$ cat config.mk
export PLATFORM = sky130hd
export DESIGN_NAME = tcc_capture
export DESIGN_NICKNAME = d
export VERILOG_FILES = /design/src/inc/tcc_pkg.sv /design/src/verilog/tcc_capture.sv /design/src/verilog/tcc_clk_sel.sv /design/src/verilog/tcc_line_sync.sv
export SDC_FILE = /design/constraint.sdc
export NUM_CORES = 1
export LEC_CHECK = 0
export ABC_AREA = 1
export BUFFER_PORTS_ARGS = -buffer_cell sky130_fd_sc_hd__buf_2
export CORE_UTILIZATION = 50
export CTS_CLUSTER_DIAMETER = 200
export DETAILED_ROUTE_END_ITERATION = 12
export GPL_ROUTABILITY_DRIVEN = 0
export PLACE_DENSITY = 0.84
export SLEW_MARGIN = 40
export SYNTH_ARGS = -nofsm -noshare
export SYNTH_HDL_FRONTEND = slang
export SYNTH_HIERARCHICAL = 1
export SYNTH_SLANG_ARGS = --single-unit
$ cat constraint.sdc
create_clock -name hclk -period 5.9 [get_ports hclk]
set_clock_uncertainty 0.05 [all_clocks]
set_input_delay 1.475 -clock hclk [delete_from_list [all_inputs] [get_ports hclk]]
set_output_delay 1.475 -clock hclk [all_outputs]
set_load 0.005 [all_outputs]
$ cat src/inc/tcc_pkg.sv
// shared constants and types for the timer channel in capture mode
package tcc_pkg;
    // register byte offsets
    localparam logic [7:0] TCC_OFS_CTRL = 8'h00;
    localparam logic [7:0] TCC_OFS_MODE = 8'h04;
    localparam logic [7:0] TCC_OFS_COUNT = 8'h10;
    localparam logic [7:0] TCC_OFS_CAP_A = 8'h14;
    localparam logic [7:0] TCC_OFS_CAP_B = 8'h18;
    localparam logic [7:0] TCC_OFS_CMP_C = 8'h1C;
    localparam logic [7:0] TCC_OFS_STATUS = 8'h20;
    localparam int TCC_AW = 8;
    // control command bit positions
    localparam int TCC_CMD_ON = 0;
    localparam int TCC_CMD_OFF = 1;
    localparam int TCC_CMD_TRIG = 2;
    // status bit positions
    localparam int TCC_ST_EN = 0;
    localparam int TCC_ST_RUN = 1;
    localparam int TCC_ST_LINE_A = 2;
    localparam int TCC_ST_LINE_B = 3;
    // mode register: writable bits and reset value
    localparam logic [31:0] TCC_MODE_WMASK = 32'h000F_C7FF;
    localparam logic [31:0] TCC_MODE_RESET = 32'h0000_0000;
    // first clock source code that picks an external clock
    localparam logic [2:0] TCC_CLKS_EXT0 = 3'h5;
    localparam int TCC_INT_CLKS = 5;
    localparam int TCC_EXT_CLKS = 3;

    // edge selection shared by trigger and both load fields
    typedef enum logic [1:0] {
        TCC_EDGE_NONE = 2'h0,
        TCC_EDGE_RISE = 2'h1,
        TCC_EDGE_FALL = 2'h2,
        TCC_EDGE_BOTH = 2'h3
    } tcc_edge_e;

    // bus slave states
    typedef enum logic [1:0] {
        TCC_BUS_IDLE = 2'h0,
        TCC_BUS_WR = 2'h1,
        TCC_BUS_RD = 2'h2,
        TCC_BUS_RDATA = 2'h3
    } tcc_bus_e;

    // mode register layout, msb first
    typedef struct packed {
        logic [11:0] rsvd_hi;
        tcc_edge_e b_load_edge_select;
        tcc_edge_e a_load_edge_select;
        logic wave_mode;
        logic compare_c_trig_enable;
        logic [2:0] rsvd_mid;
        logic trig_line_select;
        tcc_edge_e trig_edge_select;
        logic disable_on_b_load;
        logic stop_on_b_load;
        logic [1:0] clock_gate_select;
        logic count_edge_invert;
        logic [2:0] clock_source_select;
    } tcc_mode_s;

    // synchronised line edges
    typedef struct packed {
        logic level;
        logic rise;
        logic fall;
    } tcc_line_s;
endpackage

$ cat src/verilog/tcc_capture.sv
// timer channel in capture mode behind an ahb-lite slave
// Function
// - the three-bit clock source field picks one of five internal or three external clocks.
// - the count edge invert bit makes the counter advance on falling instead of rising edges.
// - the gate field ands the chosen clock with none or one of the three external clocks.
// - with stop on b load set, loading capture b stops the counter clock.
// - with disable on b load set, loading capture b disables the counter clock.
// - the trigger edge field picks none, rising, falling or both edges of the trigger line.
// - the trigger line bit picks line b when 0 and line a when 1.
// - with compare c trigger set, a match on compare c resets the counter and starts its clock.
// - the wave mode bit at 0 selects capture, at 1 turns capture off.
// - the a load field picks which edge of line a copies the counter into capture a.
// - the b load field picks which edge of line a copies the counter into capture b.
// - a software trigger command resets the counter and starts its clock.
// - the enable command enables the clock unless disable is set in the same write.
// - capture a and b are read-only while capture is selected, read/write otherwise.
module tcc_capture
#(
    parameter int CNT_W = 16
)
(
    // clock and reset
    input wire logic hclk,
    input wire logic hresetn,
    // ahb-lite slave
    input wire logic hsel,
    input wire logic [31:0] haddr,
    input wire logic [1:0] htrans,
    input wire logic hwrite,
    input wire logic [2:0] hsize,
    input wire logic [31:0] hwdata,
    input wire logic hready,
    output logic [31:0] hrdata,
    output logic hreadyout,
    output logic hresp,
    // timer lines and clock sources
    input wire logic io_line_a,
    input wire logic io_line_b,
    input wire logic [tcc_pkg::TCC_INT_CLKS-1:0] internal_clock,
    input wire logic [tcc_pkg::TCC_EXT_CLKS-1:0] ext_clock
);
    tcc_pkg::tcc_bus_e state;
    tcc_pkg::tcc_bus_e next_state;
    logic [tcc_pkg::TCC_AW-1:0] addr;
    logic [tcc_pkg::TCC_AW-1:0] next_addr;
    logic [31:0] next_hrdata;
    logic accept;
    logic wr_go;
    tcc_pkg::tcc_mode_s mode;
    tcc_pkg::tcc_mode_s next_mode;
    logic [CNT_W-1:0] count;
    logic [CNT_W-1:0] next_count;
    logic [CNT_W-1:0] cap_a;
    logic [CNT_W-1:0] next_cap_a;
    logic [CNT_W-1:0] cap_b;
    logic [CNT_W-1:0] next_cap_b;
    logic [CNT_W-1:0] cmp_c;
    logic [CNT_W-1:0] next_cmp_c;
    logic clk_en;
    logic next_clk_en;
    logic clk_run;
    logic next_clk_run;
    tcc_pkg::tcc_line_s lines [2];
    logic [1:0] line_raw;
    logic tick;
    logic counting;
    logic capture_mode;
    logic cmd_on;
    logic cmd_off;
    logic cmd_trig;
    logic ext_trig;
    logic rc_trig;
    logic trigger;
    logic a_load;
    logic b_load;
    tcc_pkg::tcc_line_s trig_line;

    // line a at index 0, line b at index 1
    assign line_raw = {io_line_b, io_line_a};
    generate
        for (genvar i = 0; i < 2; i++)
        begin : g_line
            tcc_line_sync u_sync
            (
                .hclk(hclk),
                .hresetn(hresetn),
                .line_in(line_raw[i]),
                .line_out(lines[i])
            );
        end
    endgenerate

    tcc_clk_sel u_clk
    (
        .hclk(hclk),
        .hresetn(hresetn),
        .internal_clock(internal_clock),
        .ext_clock(ext_clock),
        .clock_source_select(mode.clock_source_select),
        .clock_gate_select(mode.clock_gate_select),
        .count_edge_invert(mode.count_edge_invert),
        .tick(tick)
    );

    // edge filter against a two-bit selection
    function automatic logic edge_hit(tcc_pkg::tcc_edge_e sel, tcc_pkg::tcc_line_s ln);
        logic hit;
        hit = 1'b0;
        case (sel)
            tcc_pkg::TCC_EDGE_RISE: hit = ln.rise;
            tcc_pkg::TCC_EDGE_FALL: hit = ln.fall;
            tcc_pkg::TCC_EDGE_BOTH: hit = ln.rise | ln.fall;
            default: hit = 1'b0;
        endcase
        return hit;
    endfunction

    // bus: writes take no wait, reads take one so read data comes from a flop
    assign accept = hsel & htrans[1] & hready;
    assign wr_go = (state == tcc_pkg::TCC_BUS_WR);
    assign hreadyout = (state != tcc_pkg::TCC_BUS_RD);
    assign hresp = 1'b0;

    always_comb
    begin
        next_state = state;
        next_addr = addr;
        next_hrdata = hrdata;
        case (state)
            tcc_pkg::TCC_BUS_RD:
            begin
                next_state = tcc_pkg::TCC_BUS_RDATA;
                next_hrdata = 32'h0000_0000; // unmapped reads return zero
                if (addr == tcc_pkg::TCC_OFS_MODE)
                    next_hrdata = mode;
                else if (addr == tcc_pkg::TCC_OFS_COUNT)
                    next_hrdata = 32'(count);
                else if (addr == tcc_pkg::TCC_OFS_CAP_A)
                    next_hrdata = 32'(cap_a);
                else if (addr == tcc_pkg::TCC_OFS_CAP_B)
                    next_hrdata = 32'(cap_b);
                else if (addr == tcc_pkg::TCC_OFS_CMP_C)
                    next_hrdata = 32'(cmp_c);
                else if (addr == tcc_pkg::TCC_OFS_STATUS)
                    next_hrdata = 32'({lines[1].level, lines[0].level, clk_run, clk_en});
            end
            default:
            begin
                if (accept)
                begin
                    next_state = hwrite ? tcc_pkg::TCC_BUS_WR : tcc_pkg::TCC_BUS_RD;
                    next_addr = haddr[tcc_pkg::TCC_AW-1:0];
                end
                else
                    next_state = tcc_pkg::TCC_BUS_IDLE;
            end
        endcase
    end

    always_ff @(posedge hclk or negedge hresetn)
    begin
        if (!hresetn)
        begin
            state <= tcc_pkg::TCC_BUS_IDLE;
            addr <= '0;
            hrdata <= 32'h0000_0000;
        end
        else
        begin
            state <= next_state;
            addr <= next_addr;
            hrdata <= next_hrdata;
        end
    end

    // channel events
    always_comb
    begin
        capture_mode = ~mode.wave_mode;
        counting = clk_en & clk_run & tick;
        cmd_on = wr_go && addr == tcc_pkg::TCC_OFS_CTRL && hwdata[tcc_pkg::TCC_CMD_ON];
        cmd_off = wr_go && addr == tcc_pkg::TCC_OFS_CTRL && hwdata[tcc_pkg::TCC_CMD_OFF];
        cmd_trig = wr_go && addr == tcc_pkg::TCC_OFS_CTRL && hwdata[tcc_pkg::TCC_CMD_TRIG];
        trig_line = mode.trig_line_select ? lines[0] : lines[1];
        ext_trig = capture_mode & edge_hit(mode.trig_edge_select, trig_line);
        rc_trig = mode.compare_c_trig_enable & counting & (count == cmp_c);
        trigger = cmd_trig | ext_trig | rc_trig;
        a_load = capture_mode & edge_hit(mode.a_load_edge_select, lines[0]);
        b_load = capture_mode & edge_hit(mode.b_load_edge_select, lines[0]);
    end

    // channel state; trigger beats a stop in the same cycle
    always_comb
    begin
        next_mode = mode;
        next_count = count;
        next_cap_a = cap_a;
        next_cap_b = cap_b;
        next_cmp_c = cmp_c;
        next_clk_en = clk_en;
        next_clk_run = clk_run;
        if (wr_go && addr == tcc_pkg::TCC_OFS_MODE)
            next_mode = tcc_pkg::tcc_mode_s'(hwdata & tcc_pkg::TCC_MODE_WMASK);
        if (wr_go && addr == tcc_pkg::TCC_OFS_CMP_C)
            next_cmp_c = hwdata[CNT_W-1:0];
        // software may write the captures only outside capture operation
        if (wr_go && addr == tcc_pkg::TCC_OFS_CAP_A && !capture_mode)
            next_cap_a = hwdata[CNT_W-1:0];
        if (wr_go && addr == tcc_pkg::TCC_OFS_CAP_B && !capture_mode)
            next_cap_b = hwdata[CNT_W-1:0];
        if (a_load)
            next_cap_a = count;
        if (b_load)
            next_cap_b = count;
        if (counting)
            next_count = count + CNT_W'(1);
        if (b_load && mode.stop_on_b_load)
            next_clk_run = 1'b0;
        if (b_load && mode.disable_on_b_load)
            next_clk_en = 1'b0;
        if (cmd_on)
        begin
            next_clk_en = 1'b1;
            next_clk_run = 1'b1;
        end
        if (cmd_off)
            next_clk_en = 1'b0;
        if (trigger)
        begin
            next_count = '0;
            next_clk_run = 1'b1;
        end
    end

    always_ff @(posedge hclk or negedge hresetn)
    begin
        if (!hresetn)
        begin
            mode <= tcc_pkg::tcc_mode_s'(tcc_pkg::TCC_MODE_RESET);
            count <= '0;
            cap_a <= '0;
            cap_b <= '0;
            cmp_c <= '0;
            clk_en <= 1'b0;
            clk_run <= 1'b0;
        end
        else
        begin
            mode <= next_mode;
            count <= next_count;
            cap_a <= next_cap_a;
            cap_b <= next_cap_b;
            cmp_c <= next_cmp_c;
            clk_en <= next_clk_en;
            clk_run <= next_clk_run;
        end
    end
endmodule // tcc_capture

$ cat src/verilog/tcc_clk_sel.sv
// counter clock selection, gating and count-edge detection
module tcc_clk_sel
(
    // clock and reset
    input wire logic hclk,
    input wire logic hresetn,
    // clock sources, sampled on hclk
    input wire logic [tcc_pkg::TCC_INT_CLKS-1:0] internal_clock,
    input wire logic [tcc_pkg::TCC_EXT_CLKS-1:0] ext_clock,
    // mode fields
    input wire logic [2:0] clock_source_select,
    input wire logic [1:0] clock_gate_select,
    input wire logic count_edge_invert,
    // one pulse per counting edge
    output logic tick
);
    logic sel_clk;
    logic gated;
    logic last;
    logic next_last;

    // source pick and optional and-gate with an external clock
    always_comb
    begin
        if (clock_source_select < tcc_pkg::TCC_CLKS_EXT0)
            sel_clk = internal_clock[clock_source_select];
        else
            sel_clk = ext_clock[2'(clock_source_select - tcc_pkg::TCC_CLKS_EXT0)];
        if (clock_gate_select == 2'h0)
            gated = sel_clk;
        else
            gated = sel_clk & ext_clock[2'(clock_gate_select - 2'h1)];
        next_last = gated;
    end

    always_ff @(posedge hclk or negedge hresetn)
    begin
        if (!hresetn)
            last <= 1'b0;
        else
            last <= next_last;
    end

    // rising edge by default, falling when inverted
    assign tick = count_edge_invert ? (last & ~gated) : (~last & gated);
endmodule // tcc_clk_sel

$ cat src/verilog/tcc_line_sync.sv
// two-flop synchroniser and edge detector for one timer io line
module tcc_line_sync
(
    // clock and reset
    input wire logic hclk,
    input wire logic hresetn,
    // line
    input wire logic line_in,
    output tcc_pkg::tcc_line_s line_out
);
    logic meta;
    logic sync;
    logic prev;
    logic next_meta;
    logic next_sync;
    logic next_prev;

    // shift chain; meta is read only by sync
    always_comb
    begin
        next_meta = line_in;
        next_sync = meta;
        next_prev = sync;
    end

    always_ff @(posedge hclk or negedge hresetn)
    begin
        if (!hresetn)
        begin
            meta <= 1'b0;
            sync <= 1'b0;
            prev <= 1'b0;
        end
        else
        begin
            meta <= next_meta;
            sync <= next_sync;
            prev <= next_prev;
        end
    end

    // one pulse per settled edge
    assign line_out.level = sync;
    assign line_out.rise = sync & ~prev;
    assign line_out.fall = ~sync & prev;
endmodule // tcc_line_sync
# After elaboration in Yosys (flattened, before gate mapping)
# Cells that the tools add are included.
[totals]
inputBits = 84
reg_bits = 132
elab_cells = 135
[classes]
n_mux = 34
addsub = 3
n_eq_ne = 19
n_bitwise = 28
n_reduce_logical = 20
n_lt_le_gt_ge = 4
[ops]
columns = ["op", "n"]
rows = [
  ["two-way mux 16 bit", 10],
  ["equality test 8 x 5 -> 1 bit, second input constant", 4],
  ["two-way mux 20 bit", 1],
  ["adder 16 x 1 -> 16 bit, second input constant", 1],
  ["AND 1 bit", 16],
  ["equality test 16 bit", 1],
  ["equality test 2 bit, second input constant", 7],
  ["logical AND 1 bit", 12],
  ["two-way mux 1 bit", 12],
  ["one-hot mux 1 bit (3 select lines)", 3],
  ["equality test 2 x 1 -> 1 bit, second input constant", 4],
  ["equality test 8 x 3 -> 1 bit, second input constant", 1],
  ["equality test 8 x 6 -> 1 bit, second input constant", 1],
  ["logical NOT 8 bit", 1],
  ["two-way mux 2 bit", 4],
  ["inverter 1 bit", 8],
  ["< comparator 2 x 3 -> 1 bit, second input constant", 2],
  ["nonzero test 2 bit", 3],
  ["nonzero test 3 bit", 2],
  ["binary-select mux 1 bit (select 2 bit)", 2],
  ["< comparator 3 x 4 -> 1 bit, second input constant", 1],
  ["two-way mux 4 bit", 1],
  ["bitwise OR 1 bit", 4],
  ["subtractor 2 x 1 -> 2 bit, second input constant", 2],
  ["other kinds (5)", 5],
]

# Logic depth before layout (Yosys ltp)
# Gate-level depths: netlist (run 1).
[logic_depth]
depth_word = 14
depth_mapped = 16
depth_no_buf = 15

# Cells and area by module
# Netlist (run 1), hierarchy kept.
[by_module_without_submodules]
columns = ["mod", "instances", "seq_area_each_um2", "cells_per_inst", "area_per_inst_um2"]
rows = [
  ["tcc_capture", 1, 2827.7, 869, 6396.1],
  ["tcc_clk_sel", 1, 25.0, 36, 202.7],
  ["tcc_line_sync", 2, 75.1, 8, 97.6],
]

# Worst setup path after synthesis (run 1)
# Ideal clock, no wire load.
[synth_timing]
path_type = "input to register"
from = "in ext_clock[1] in the netlist's numbering"
to = "reg count[10]"
arrival_ns = 2.774
path_slack_ns = 2.958
stages = 13
required_time_ns = 5.731
setup_time_ns = 0.119
cell_sequence = "o211ai_1 -> nand3_1 -> nand2_2 -> nand2_1 -> nand2_1 -> nand3_2 -> nor2_1 -> nand2_1 -> nor2_1 -> nand3_2 -> buf_6 -> nand4_1 -> nand2_1"
[synth_via]
elab_chain_cells = 13
word_cells_on_any_way = 17
cone_classes = "mux: 8; bitwise: 8; reduce/logical: 1"
[synth_lines]
columns = ["element", "line", "rtl"]
rows = [
  ["start, declared", "tcc_capture.sv:40", "input wire logic [tcc_pkg::TCC_EXT_CLKS-1:0] ext_clock"],
  ["binary-select mux 1 bit (select 2 bit)", "tcc_clk_sel.sv:28", "sel_clk = ext_clock[2'(clock_source_select - tcc_pkg::TCC_CLKS_EXT0)];"],
  ["two-way mux 1 bit (implied by the code)", "tcc_clk_sel.sv:28", ""],
  ["two-way mux 1 bit", "tcc_clk_sel.sv:25", "if (clock_source_select < tcc_pkg::TCC_CLKS_EXT0)"],
  ["AND 1 bit", "tcc_clk_sel.sv:32", "gated = sel_clk & ext_clock[2'(clock_gate_select - 2'h1)];"],
  ["two-way mux 1 bit *", "tcc_clk_sel.sv:29", "if (clock_gate_select == 2'h0)"],
  ["inverter 1 bit", "tcc_clk_sel.sv:45", "assign tick = count_edge_invert ? (last & ~gated) : (~last & gated);"],
  ["AND 1 bit", "tcc_clk_sel.sv:45", ""],
  ["two-way mux 1 bit *", "tcc_clk_sel.sv:45", ""],
  ["net tick", "tcc_capture.sv:65", "logic tick;"],
  ["AND 1 bit *", "tcc_capture.sv:180", "counting = clk_en & clk_run & tick;"],
  ["AND 1 bit (2 in a row)", "tcc_capture.sv:186", "rc_trig = mode.compare_c_trig_enable & counting & (count == cmp_c);"],
  ["bitwise OR 1 bit", "tcc_capture.sv:187", "trigger = cmd_trig | ext_trig | rc_trig;"],
  ["two-way mux 16 bit / nonzero test 2 bit (equally long branches)", "-", ""],
  ["end signal, assigned", "tcc_capture.sv:250", "count <= next_count;"],
  ["end, declared", "tcc_capture.sv:51", "logic [CNT_W-1:0] count;"],
]
# Mark *: on every way through the listed nets, which the timed path passes. The rest lies on a longest branch. The select of a mux whose other input is x is not followed.
# A chain may end at the register's enable or synchronous reset.

# Final worst setup path (run 1)
[layout_timing]
from = "in ext_clock[1] in the netlist's numbering"
to = "reg count[0]"
# The elaborated chain is that of the path after synthesis.

==> out/metrics.cfg, run 1 <==
[yosys]
ys.flop_type = dfrtp_1
yosysMostFrequentCell = nand2_1
synthTopCellsByArea = dfrtp_1, nand2_1, inv_1
synth_commonest_cells = nand2_1, inv_1, dfrtp_1
synth_edf_count = 0
synth_area_leader_cell = dfrtp_1
syn_inst = 921
yosys.area.top_type_share_pct = 44.2
yosysSeqAreaShare_pct = 44.2
synth-async-reset-ratio_pct = 100
synthesis.area_um2 = 6790
syn_area_per_cell_um2 = 7.38
ys_types = 37
yosys_register_bits = 120
yosys_warnings = 6

[setup_path]
end_kind = register
reg2reg_depth = 13
crit_chain = buf_2 > o211ai_1 > nand3_1 > nand2_2 > nand2_1 > nand2_1 > nand3_2 > nor2_1 > nand2_1 > nor2_1 > nand3_2 > nand2_1 > a21oi_1
critical_path_required_ns = 6.14
worst-path-buf-inv = 1
cp-start-kind = input port
critPathMaxFanout = 26
arrival_ns = 3.67
setup.worst_path.class = in2reg
cp_slowest_cell = nand3_2
cp.depth = 13
slowest_delay_ns = 0.42
crit_top_cell = nand2_1
cp_top_family = simple AND/OR/NAND/NOR gates
worstSetupStartpoint = ext_clock[1]
r2r_start = mode[4]

[global_routing]
grt_pass1_vias = 5845
track_usage_pct = 26.4
grt_overflow = 0
grt.met1_usage_pct = 34.0
antenna_found_initial = 0
grt-busiest-layer = met2
grt_max_degree = 84
use_met2_pct = 42.4
grt_pass1_wl_mm = 28.8
met3_usage_pct = 5.31

[clocking]
insertion_delay_ns = 0.41
root_buffer = clkbuf_16
cts_buffer_depth = 2
cts_buffers = 17
cts_resized = 0
cts_sinks = 120
cts_tree = done
post_cts_buffers = 0
cts.hold.buffers_added = 0
h-tree-depth = 4
clk_pin_slew_ns = 0.05

[power]
power_density_nw_per_um2 = 343
ir_worst_vdd_uv = 205
p_leak_nw = 4.23

[detailed_routing]
routedWlPerCell_um = 15.3
vias = 6265
drc = 0
dr.pass1.iters = 5
via_per_inst = 5.41
drtAntennaViolNets = 0
drt_iter0_drc = 669
routed_wl_mm = 17.7

[floorplan]
core_um2 = 13200
die_h_um = 119
io_pins = 118
start_util_pct = 51.3
rows = 42
die_w_um = 119
dieArea_um2 = 14100

[hold_path]
hold_start = g_line[0].u_sync/meta
min_path_type = reg2reg
min_path_cells = 0

[placed_design]
dp_hpwl_mm = 12.1
port_buffers = 64

[flow_run]
maxCapViolCount = 0

[sta]
tns_ns = 0
min_period_ns = 3.43
setup_viol = 0
finalCritPeriodShare_pct = 58.2
max-slew-margin-rel_pct = 45.3
rsz0062_at_grt = false
drv_slew = 0
tightestPinTransition_ns = 0.817
hold_ws_ns = 0.298
hold_viol = 0
fmax_mhz = 291

[finish]
syn2layout_area_growth_pct = 13.6
antennaDiodeCount = 0
nNetsFinal = 1055
drive_gt1_share_pct = 15.5

[status]
outcome = finished clean

-- kinds of logic after synthesis --
family / after synthesis / share of synthesized area [%]
AND/OR/NAND/NOR: 448 / 28.3
buffers and inverters: 180 / 12.0
AO/OA/AOI/OAI: 155 / 13.0
flip-flops: 120 / 44.2
XOR/XNOR: 9 / 1.16
multiplexers: 6 / 0.994
adder cells (fa/ha/maj): 2 / 0.368
other: 1 / 0.0552
-- flip-flops by register name (all words and copies together), names as in the netlist --
register,flops
hrdata,20
mode,17
cap_a,16
cap_b,16
cmp_c,16
count,16
addr,8
g_line.u_sync/meta,2
g_line.u_sync/next_prev,2
g_line.u_sync/prev,2
state,2
clk_en,1
clk_run,1
u_clk/last,1
-- metal layers --
layer / share of wire, % / up-vias
met5: 0 / -
met4: 3.6 / 0
met3: 9.1 / 57
met2: 46 / 308
met1: 41 / 2916
li1: - / 2984
-- per-stage QoR --
stage                     worst slack [ns]  area [um^2]  total power [mW]  utilization (%)  instances
after global placement                2.08         7090              1.54             53.5       1126
after detailed placement              2.06         7110              1.56             53.7       1126
after global routing                  2.21         7720              2.76             58.3       1157
final                                 2.47         7720              2.65             58.3       1157
after CTS                             2.48         7720              2.65             58.3       1157
after floorplan                       2.96         6840              1.40                -        933
-- final cells by class --
| type | instances | area, um^2 |
|---|---|---|
| Timing Repair Buffer | 69 | 364 |
| Inverter | 128 | 480 |
| Multi-Input combinational cell | 633 | 3040 |
| Tap cell | 176 | 220 |
| Fill cell | 1190 | 5520 |
| Clock buffer | 22 | 464 |
| Clock inverter | 9 | 148 |
| Sequential cell | 120 | 3000 |
-- power breakdown --
group          total, mW  internal (mW)  switching, mW
clock               1.08          0.723          0.361
combinational      0.499          0.183          0.315
sequential          1.07          0.965          0.101
-- cell usage in the layout (no fill, tap or decap), types with 3 or more instances in the layout --
cell type	instances
inv_2	5
clkbuf_1	3
nand2_1	273
nor2_2	5
o22ai_1	3
clkbuf_16	17
buf_4	5
clkinv_2	4
o31ai_1	3
bufinv_16	4
o211ai_1	4
nand3_2	5
o21ai_1	16
buf_2	63
mux2_2	6
a21oi_1	24
o21ai_0	89
xor2_1	7
nand2_2	7
inv_1	123
nor2_1	74
conb_1	13
dfrtp_1	120
nand3_1	35
o21ai_2	13
or2_2	8
nand4_1	34
-- path summary, 6_finish.rpt --
path,to,slack (ns)
max,count[0],2.47
min,g_line[0].u_sync/next_prev,0.30
max reg2reg,count[0],2.87
min reg2reg,g_line[0].u_sync/next_prev,0.30
max in group asynchronous,cap_a[9],3.76
min in group asynchronous,g_line[0].u_sync/meta,1.05
-- worst reg2reg max path, delay by kind of cell (launching register included) --
family / cells / cell delay [ns]
AND/OR/NAND/NOR: 10 / 1.97
AO/OA/AOI/OAI: 1 / 0.07
flip-flops: 1 / 0.46
adder cells (fa/ha/maj): 1 / 0.30
buffers and inverters: 1 / 0.07
(Power assumes the default switching activity.)
==> inputs of run 2 (changes only) <==
--- a/config.mk
+++ b/config.mk
@@ -11,7 +11,7 @@
 export CTS_CLUSTER_DIAMETER = 200
 export DETAILED_ROUTE_END_ITERATION = 12
 export GPL_ROUTABILITY_DRIVEN = 0
-export PLACE_DENSITY = 0.84
+export PLACE_DENSITY = 0.87
 export SLEW_MARGIN = 40
 export SYNTH_ARGS = -nofsm -noshare
 export SYNTH_HDL_FRONTEND = slang
==> constraint.sdc (replaced) <==
create_clock -name hclk -period 2.8 [get_ports hclk]
set_clock_uncertainty 0.05 [all_clocks]
set_input_delay 0.7 -clock hclk [delete_from_list [all_inputs] [get_ports hclk]]
set_output_delay 0.7 -clock hclk [all_outputs]
set_load 0.005 [all_outputs]
==> out/metrics.cfg, run 2 (synthesis results as in run 1) <==
[sta]
finalCritPeriodShare_pct = 87.6
max-slew-margin-rel_pct = 48.2
min_period_ns = 2.45
tns_ns = 0
drv_slew = 0
tightestPinTransition_ns = 0.774
hold_viol = 0
setup_viol = 0
fmax_mhz = 408
worst_slack_ns = 0.348
rsz0062_at_grt = false

[finish]
antennaDiodeCount = 0
regMostFlops = hrdata
drive_gt1_share_pct = 16.0
num-fill-cells = 1132
largest_reg_flops = 20
nNetsFinal = 1069
syn2layout_area_growth_pct = 14.6
utilization_pct = 58.8
final_cell_mix = nand2_1, inv_1, dfrtp_1
final_common_cell = nand2_1
reg.largest.list = hrdata (20), mode (17)

[setup_path]
critical_path_required_ns = 3.05
end_kind = register
cp-start-kind = register
critPathMaxFanout = 12
arrival_ns = 2.71
setup.worst_path.class = reg2reg

[power]
power_density_nw_per_um2 = 706
sw_frac_of_total_pct = 30.2
combPwrFrac_pct = 19.6
ir_worst_vdd_uv = 452
power_frac_seq_pct = 41.1
internal-power_mw = 3.84
power_mw = 5.50
p_sw_mw = 1.66
p_leak_nw = 4.27
clock_power_share_pct = 39.3

[placed_design]
dp_hpwl_mm = 12.7
port_buffers = 64
post-place-ws_ns = 0.313

[status]
outcome = finished clean

[global_routing]
antenna_found_initial = 0
grt_pass1_wl_mm = 29.9
grt_pass1_vias = 6028
track_usage_pct = 27.4
grt_overflow = 0
grt_max_degree = 72

[detailed_routing]
routedWlPerCell_um = 15.7
dr.pass1.iters = 6
drtAntennaViolNets = 0
via_per_inst = 5.46
drc = 0
routed_wl_mm = 18.3
vias = 6389
drt_iter0_drc = 810

[clocking]
root_buffer = clkbuf_16
insertion_delay_ns = 0.42
h-tree-depth = 4
cts_buffer_depth = 2
clk_pin_slew_ns = 0.05
cts_sinks = 120
post_cts_buffers = 0
cts_tree = done
cts_resized = 0
cts_buffers = 17
cts.hold.buffers_added = 0

[floorplan]
rows = 42
core_um2 = 13200
start_util_pct = 51.3
io_pins = 118
die_w_um = 119
die_h_um = 119
dieArea_um2 = 14100

[hold_path]
min_path_type = in2async

[flow_run]
maxCapViolCount = 0

-- run 2: changes by cell type in the layout (fill, tap and decap cells not counted) --
cell and change:
clkbuf_1 +1, clkbuf_8 -1, clkinvlp_4 +1, nor2_1 +2, buf_12 +1, nand2_2 -4, bufinv_16 -1, buf_6 -1
nand2_1 +4, buf_4 +14, nor2_2 -2
-- run 2: final cells by class --
type / count / area (um^2) / area share (%)
inverters: 128 / 480 / 6.17
repair buffers: 83 / 478 / 6.14
multi-input cells: 633 / 3020 / 38.8
clock inverters: 9 / 125 / 1.61
clock buffers: 22 / 454 / 5.83
well taps: 176 / 220 / 2.83
flip-flops and latches: 120 / 3000 / 38.6
-- run 2: final timing paths --
kind	endpoint	startpoint	slack, ns	depth (start not counted)
max	count[11]	mode[5]	0.35	14
min	g_line[1].u_sync/meta	hresetn	0.11	1
max reg2reg	count[11]	mode[5]	0.35	14
min reg2reg	g_line[1].u_sync/next_prev	g_line[1].u_sync/meta	0.30	0
max in group asynchronous	hrdata[13]	hresetn	1.92	2
min in group hclk	g_line[1].u_sync/next_prev	g_line[1].u_sync/meta	0.30	0
-- run 2: metal layers --
metal	track usage (%)	vias up	part of all wire [%]
li1	-	3026	-
met1	35.4	2929	40
met2	42.9	351	45
met3	6.03	83	9.9
met4	14.9	0	4.8
met5	0	-	0
-- run 2: per-stage QoR --
stage                     area (um^2)  hold WS, ns  instances
final                            7780        0.106       1171
after global routing             7780        0.118       1171
after CTS                        7780        0.106       1171
after detailed placement         7210        0.285       1140
after global placement           7210        0.285       1140
after floorplan                  6840        0.281        933
-- run 2: power groups by stage --
stage / combinational, mW / clock, mW / sequential [mW]
final: 1.08 / 2.16 / 2.26
after global routing: 1.20 / 2.26 / 2.28
after CTS: 1.07 / 2.18 / 2.25
after detailed placement: 1.05 / 0 / 2.27
after global placement: 1.01 / 0 / 2.26
after floorplan: 0.729 / 0 / 2.22
-- run 2: critical path, stage by stage, from the launching register on --
cell and delay, ns:
dfrtp_1 0.45, inv_1 0.07, ha_1 0.29, nand3b_1 0.15
nand3_1 0.11, nand3_1 0.09, nand2_1 0.14, nand3_2 0.12
nor2_1 0.11, nand2_1 0.06, nor2_1 0.13, nand3_2 0.18
buf_4 0.24, nand4_1 0.08, nand2_1 0.07
==> inputs of run 3 (changes only) <==
--- a/config.mk
+++ b/config.mk
@@ -6,12 +6,13 @@
 export NUM_CORES = 1
 export LEC_CHECK = 0
 export ABC_AREA = 1
-export BUFFER_PORTS_ARGS = -buffer_cell sky130_fd_sc_hd__buf_2
 export CORE_UTILIZATION = 50
 export CTS_CLUSTER_DIAMETER = 200
 export DETAILED_ROUTE_END_ITERATION = 12
+export DONT_BUFFER_PORTS = 1
 export GPL_ROUTABILITY_DRIVEN = 0
-export PLACE_DENSITY = 0.87
+export GPL_TIMING_DRIVEN = 0
+export PLACE_DENSITY = 0.8
 export SLEW_MARGIN = 40
 export SYNTH_ARGS = -nofsm -noshare
 export SYNTH_HDL_FRONTEND = slang
==> out/metrics.cfg, run 3 (synthesis results as in run 1) <==
[finish]
regMostFlops = hrdata
multi_input_area_um2 = 3020
final_common_cell = nand2_1
reg.largest.list = hrdata (20), mode (17)
num-fill-cells = 1223
largest_reg_flops = 20
final_cell_mix = nand2_1, inv_1, dfrtp_1
syn2layout_area_growth_pct = 12.2
seq_area_um2 = 3000
final_cells = 1140
drive_gt1_share_pct = 12.3
antennaDiodeCount = 0
nNetsFinal = 1038

[setup_path]
arrival_ns = 2.77
slowest_delay_ns = 0.46
setup.worst_path.class = reg2reg
critPathMaxFanout = 10
cp-start-kind = register
cp_slowest_cell = dfrtp_1
worstSetupStartpoint = mode[5]
end_kind = register
r2r_start = mode[5]
crit_chain = inv_1 > ha_1 > nand3b_1 > nand3_1 > nand3_1 > nand2_1 > nand3_2 > nor2_1 > nand2_1 > nor2_1 > nand3_2 > buf_6 > nand4_1 > nand2_1
crit_top_cell = nand2_1
critical_path_required_ns = 3.06

[sta]
tightestPinTransition_ns = 0.643
hold_viol = 120
min_period_ns = 2.51
fmax_mhz = 398
rsz0062_at_grt = false
hold_ws_ns = -0.0817
finalCritPeriodShare_pct = 89.7
setup_viol = 0
drv_slew = 0
max-slew-margin-rel_pct = 56.8
tns_ns = 0

[placed_design]
dp.cells = 1109
port_buffers = 0
dp_hpwl_mm = 14.0

[clocking]
post_cts_buffers = 0
cts_buffers = 17
h-tree-depth = 4
root_buffer = clkbuf_16
clk_pin_slew_ns = 0.06
insertion_delay_ns = 0.42
cts_sinks = 120
cts_buffer_depth = 2
cts_tree = done

[floorplan]
die_w_um = 119
die_h_um = 119
dieArea_um2 = 14100
rows = 42
io_pins = 118
core_um2 = 13200
start_util_pct = 51.3

[power]
power_density_nw_per_um2 = 698
combPwrFrac_pct = 17.9
p_sw_mw = 1.61
sw_frac_of_total_pct = 30.3
internal-power_mw = 3.71
power_frac_seq_pct = 42.7
clock_power_share_pct = 39.4
ir_worst_vdd_uv = 446
p_leak_nw = 4.11

[detailed_routing]
routedWlPerCell_um = 16.5
drtAntennaViolNets = 0
via_per_inst = 5.38
drt_iter0_drc = 658
drc = 0
dr.pass1.iters = 5
routed_wl_mm = 18.8
vias = 6131

[global_routing]
grt_pass1_vias = 6126
grt_max_degree = 121
antenna_found_initial = 0
grt_overflow = 0
grt_pass1_wl_mm = 30.9
track_usage_pct = 28.8

[flow_run]
maxCapViolCount = 0

[hold_path]
min_path_type = in2async

[status]
outcome = complete, but fails checks
violations = negative hold slack

-- run 3: final cells by class --
| type | count | area share [%] |
|---|---|---|
| plain buffers | 52 | 4.35 |
| clock buffers | 21 | 6.04 |
| clock inverters | 10 | 1.35 |
| inverters | 128 | 6.30 |
| multi-input cells | 633 | 39.7 |
| flip-flops and latches | 120 | 39.4 |
| well taps | 176 | 2.89 |
-- run 3: final timing paths --
path	to	cells past startpoint	slack [ns]
worst max-delay path	count[7]	14	0.29
worst min-delay path	hrdata[11]	0	-0.08
worst max register to register	count[7]	14	0.29
worst min register to register	g_line[0].u_sync/next_prev	0	0.30
max in group asynchronous	mode[18]	0	2.63
min in group hclk	g_line[1].u_sync/meta	0	0.26
-- run 3: worst max-delay path: cells and delay by family, from the launching register on --
family / cells / cell delay (ns)
adders and majority gates: 1 / 0.28
buffers and inverters: 2 / 0.28
DFF: 1 / 0.46
and+or+nand+nor: 11 / 1.32
-- run 3: power by group through the flow --
| stage | Combinational [mW] | Sequential (mW) | Clock (mW) |
|---|---|---|---|
| after global placement | 0.894 | 2.28 | 0 |
| final | 0.951 | 2.27 | 2.10 |
| after global routing | 1.08 | 2.31 | 2.21 |
| after detailed placement | 0.935 | 2.29 | 0 |
| after floorplan | 0.729 | 2.22 | 0 |
| after CTS | 0.939 | 2.27 | 2.12 |
-- run 3: per-stage QoR --
step | utilization, % | total power [mW] | instance area [um^2] | setup slack (ns)
final | 57.6 | 5.32 | 7620 | 0.288
after global routing | 57.6 | 5.60 | 7620 | 0.0366
after CTS | 57.6 | 5.33 | 7620 | 0.235
after detailed placement | 53.3 | 3.22 | 7060 | 0.294
after global placement | 53.3 | 3.17 | 7060 | 0.334
after floorplan | - | 2.95 | 6840 | 0.633
-- run 3: routing by layer --
layer	share of wire, %	global-route usage [%]	wire [um]
met1	41	37.0	7800
met2	45	44.4	8570
met3	9.3	8.30	1760
met4	3.8	14.7	710
met5	0	0	0
-- run 3: timing repair --
action | CTS | global route
hold endpoints to repair | 120 | 120
setup endpoints to repair | 0 | 2
gates resized for setup | 0 | 1
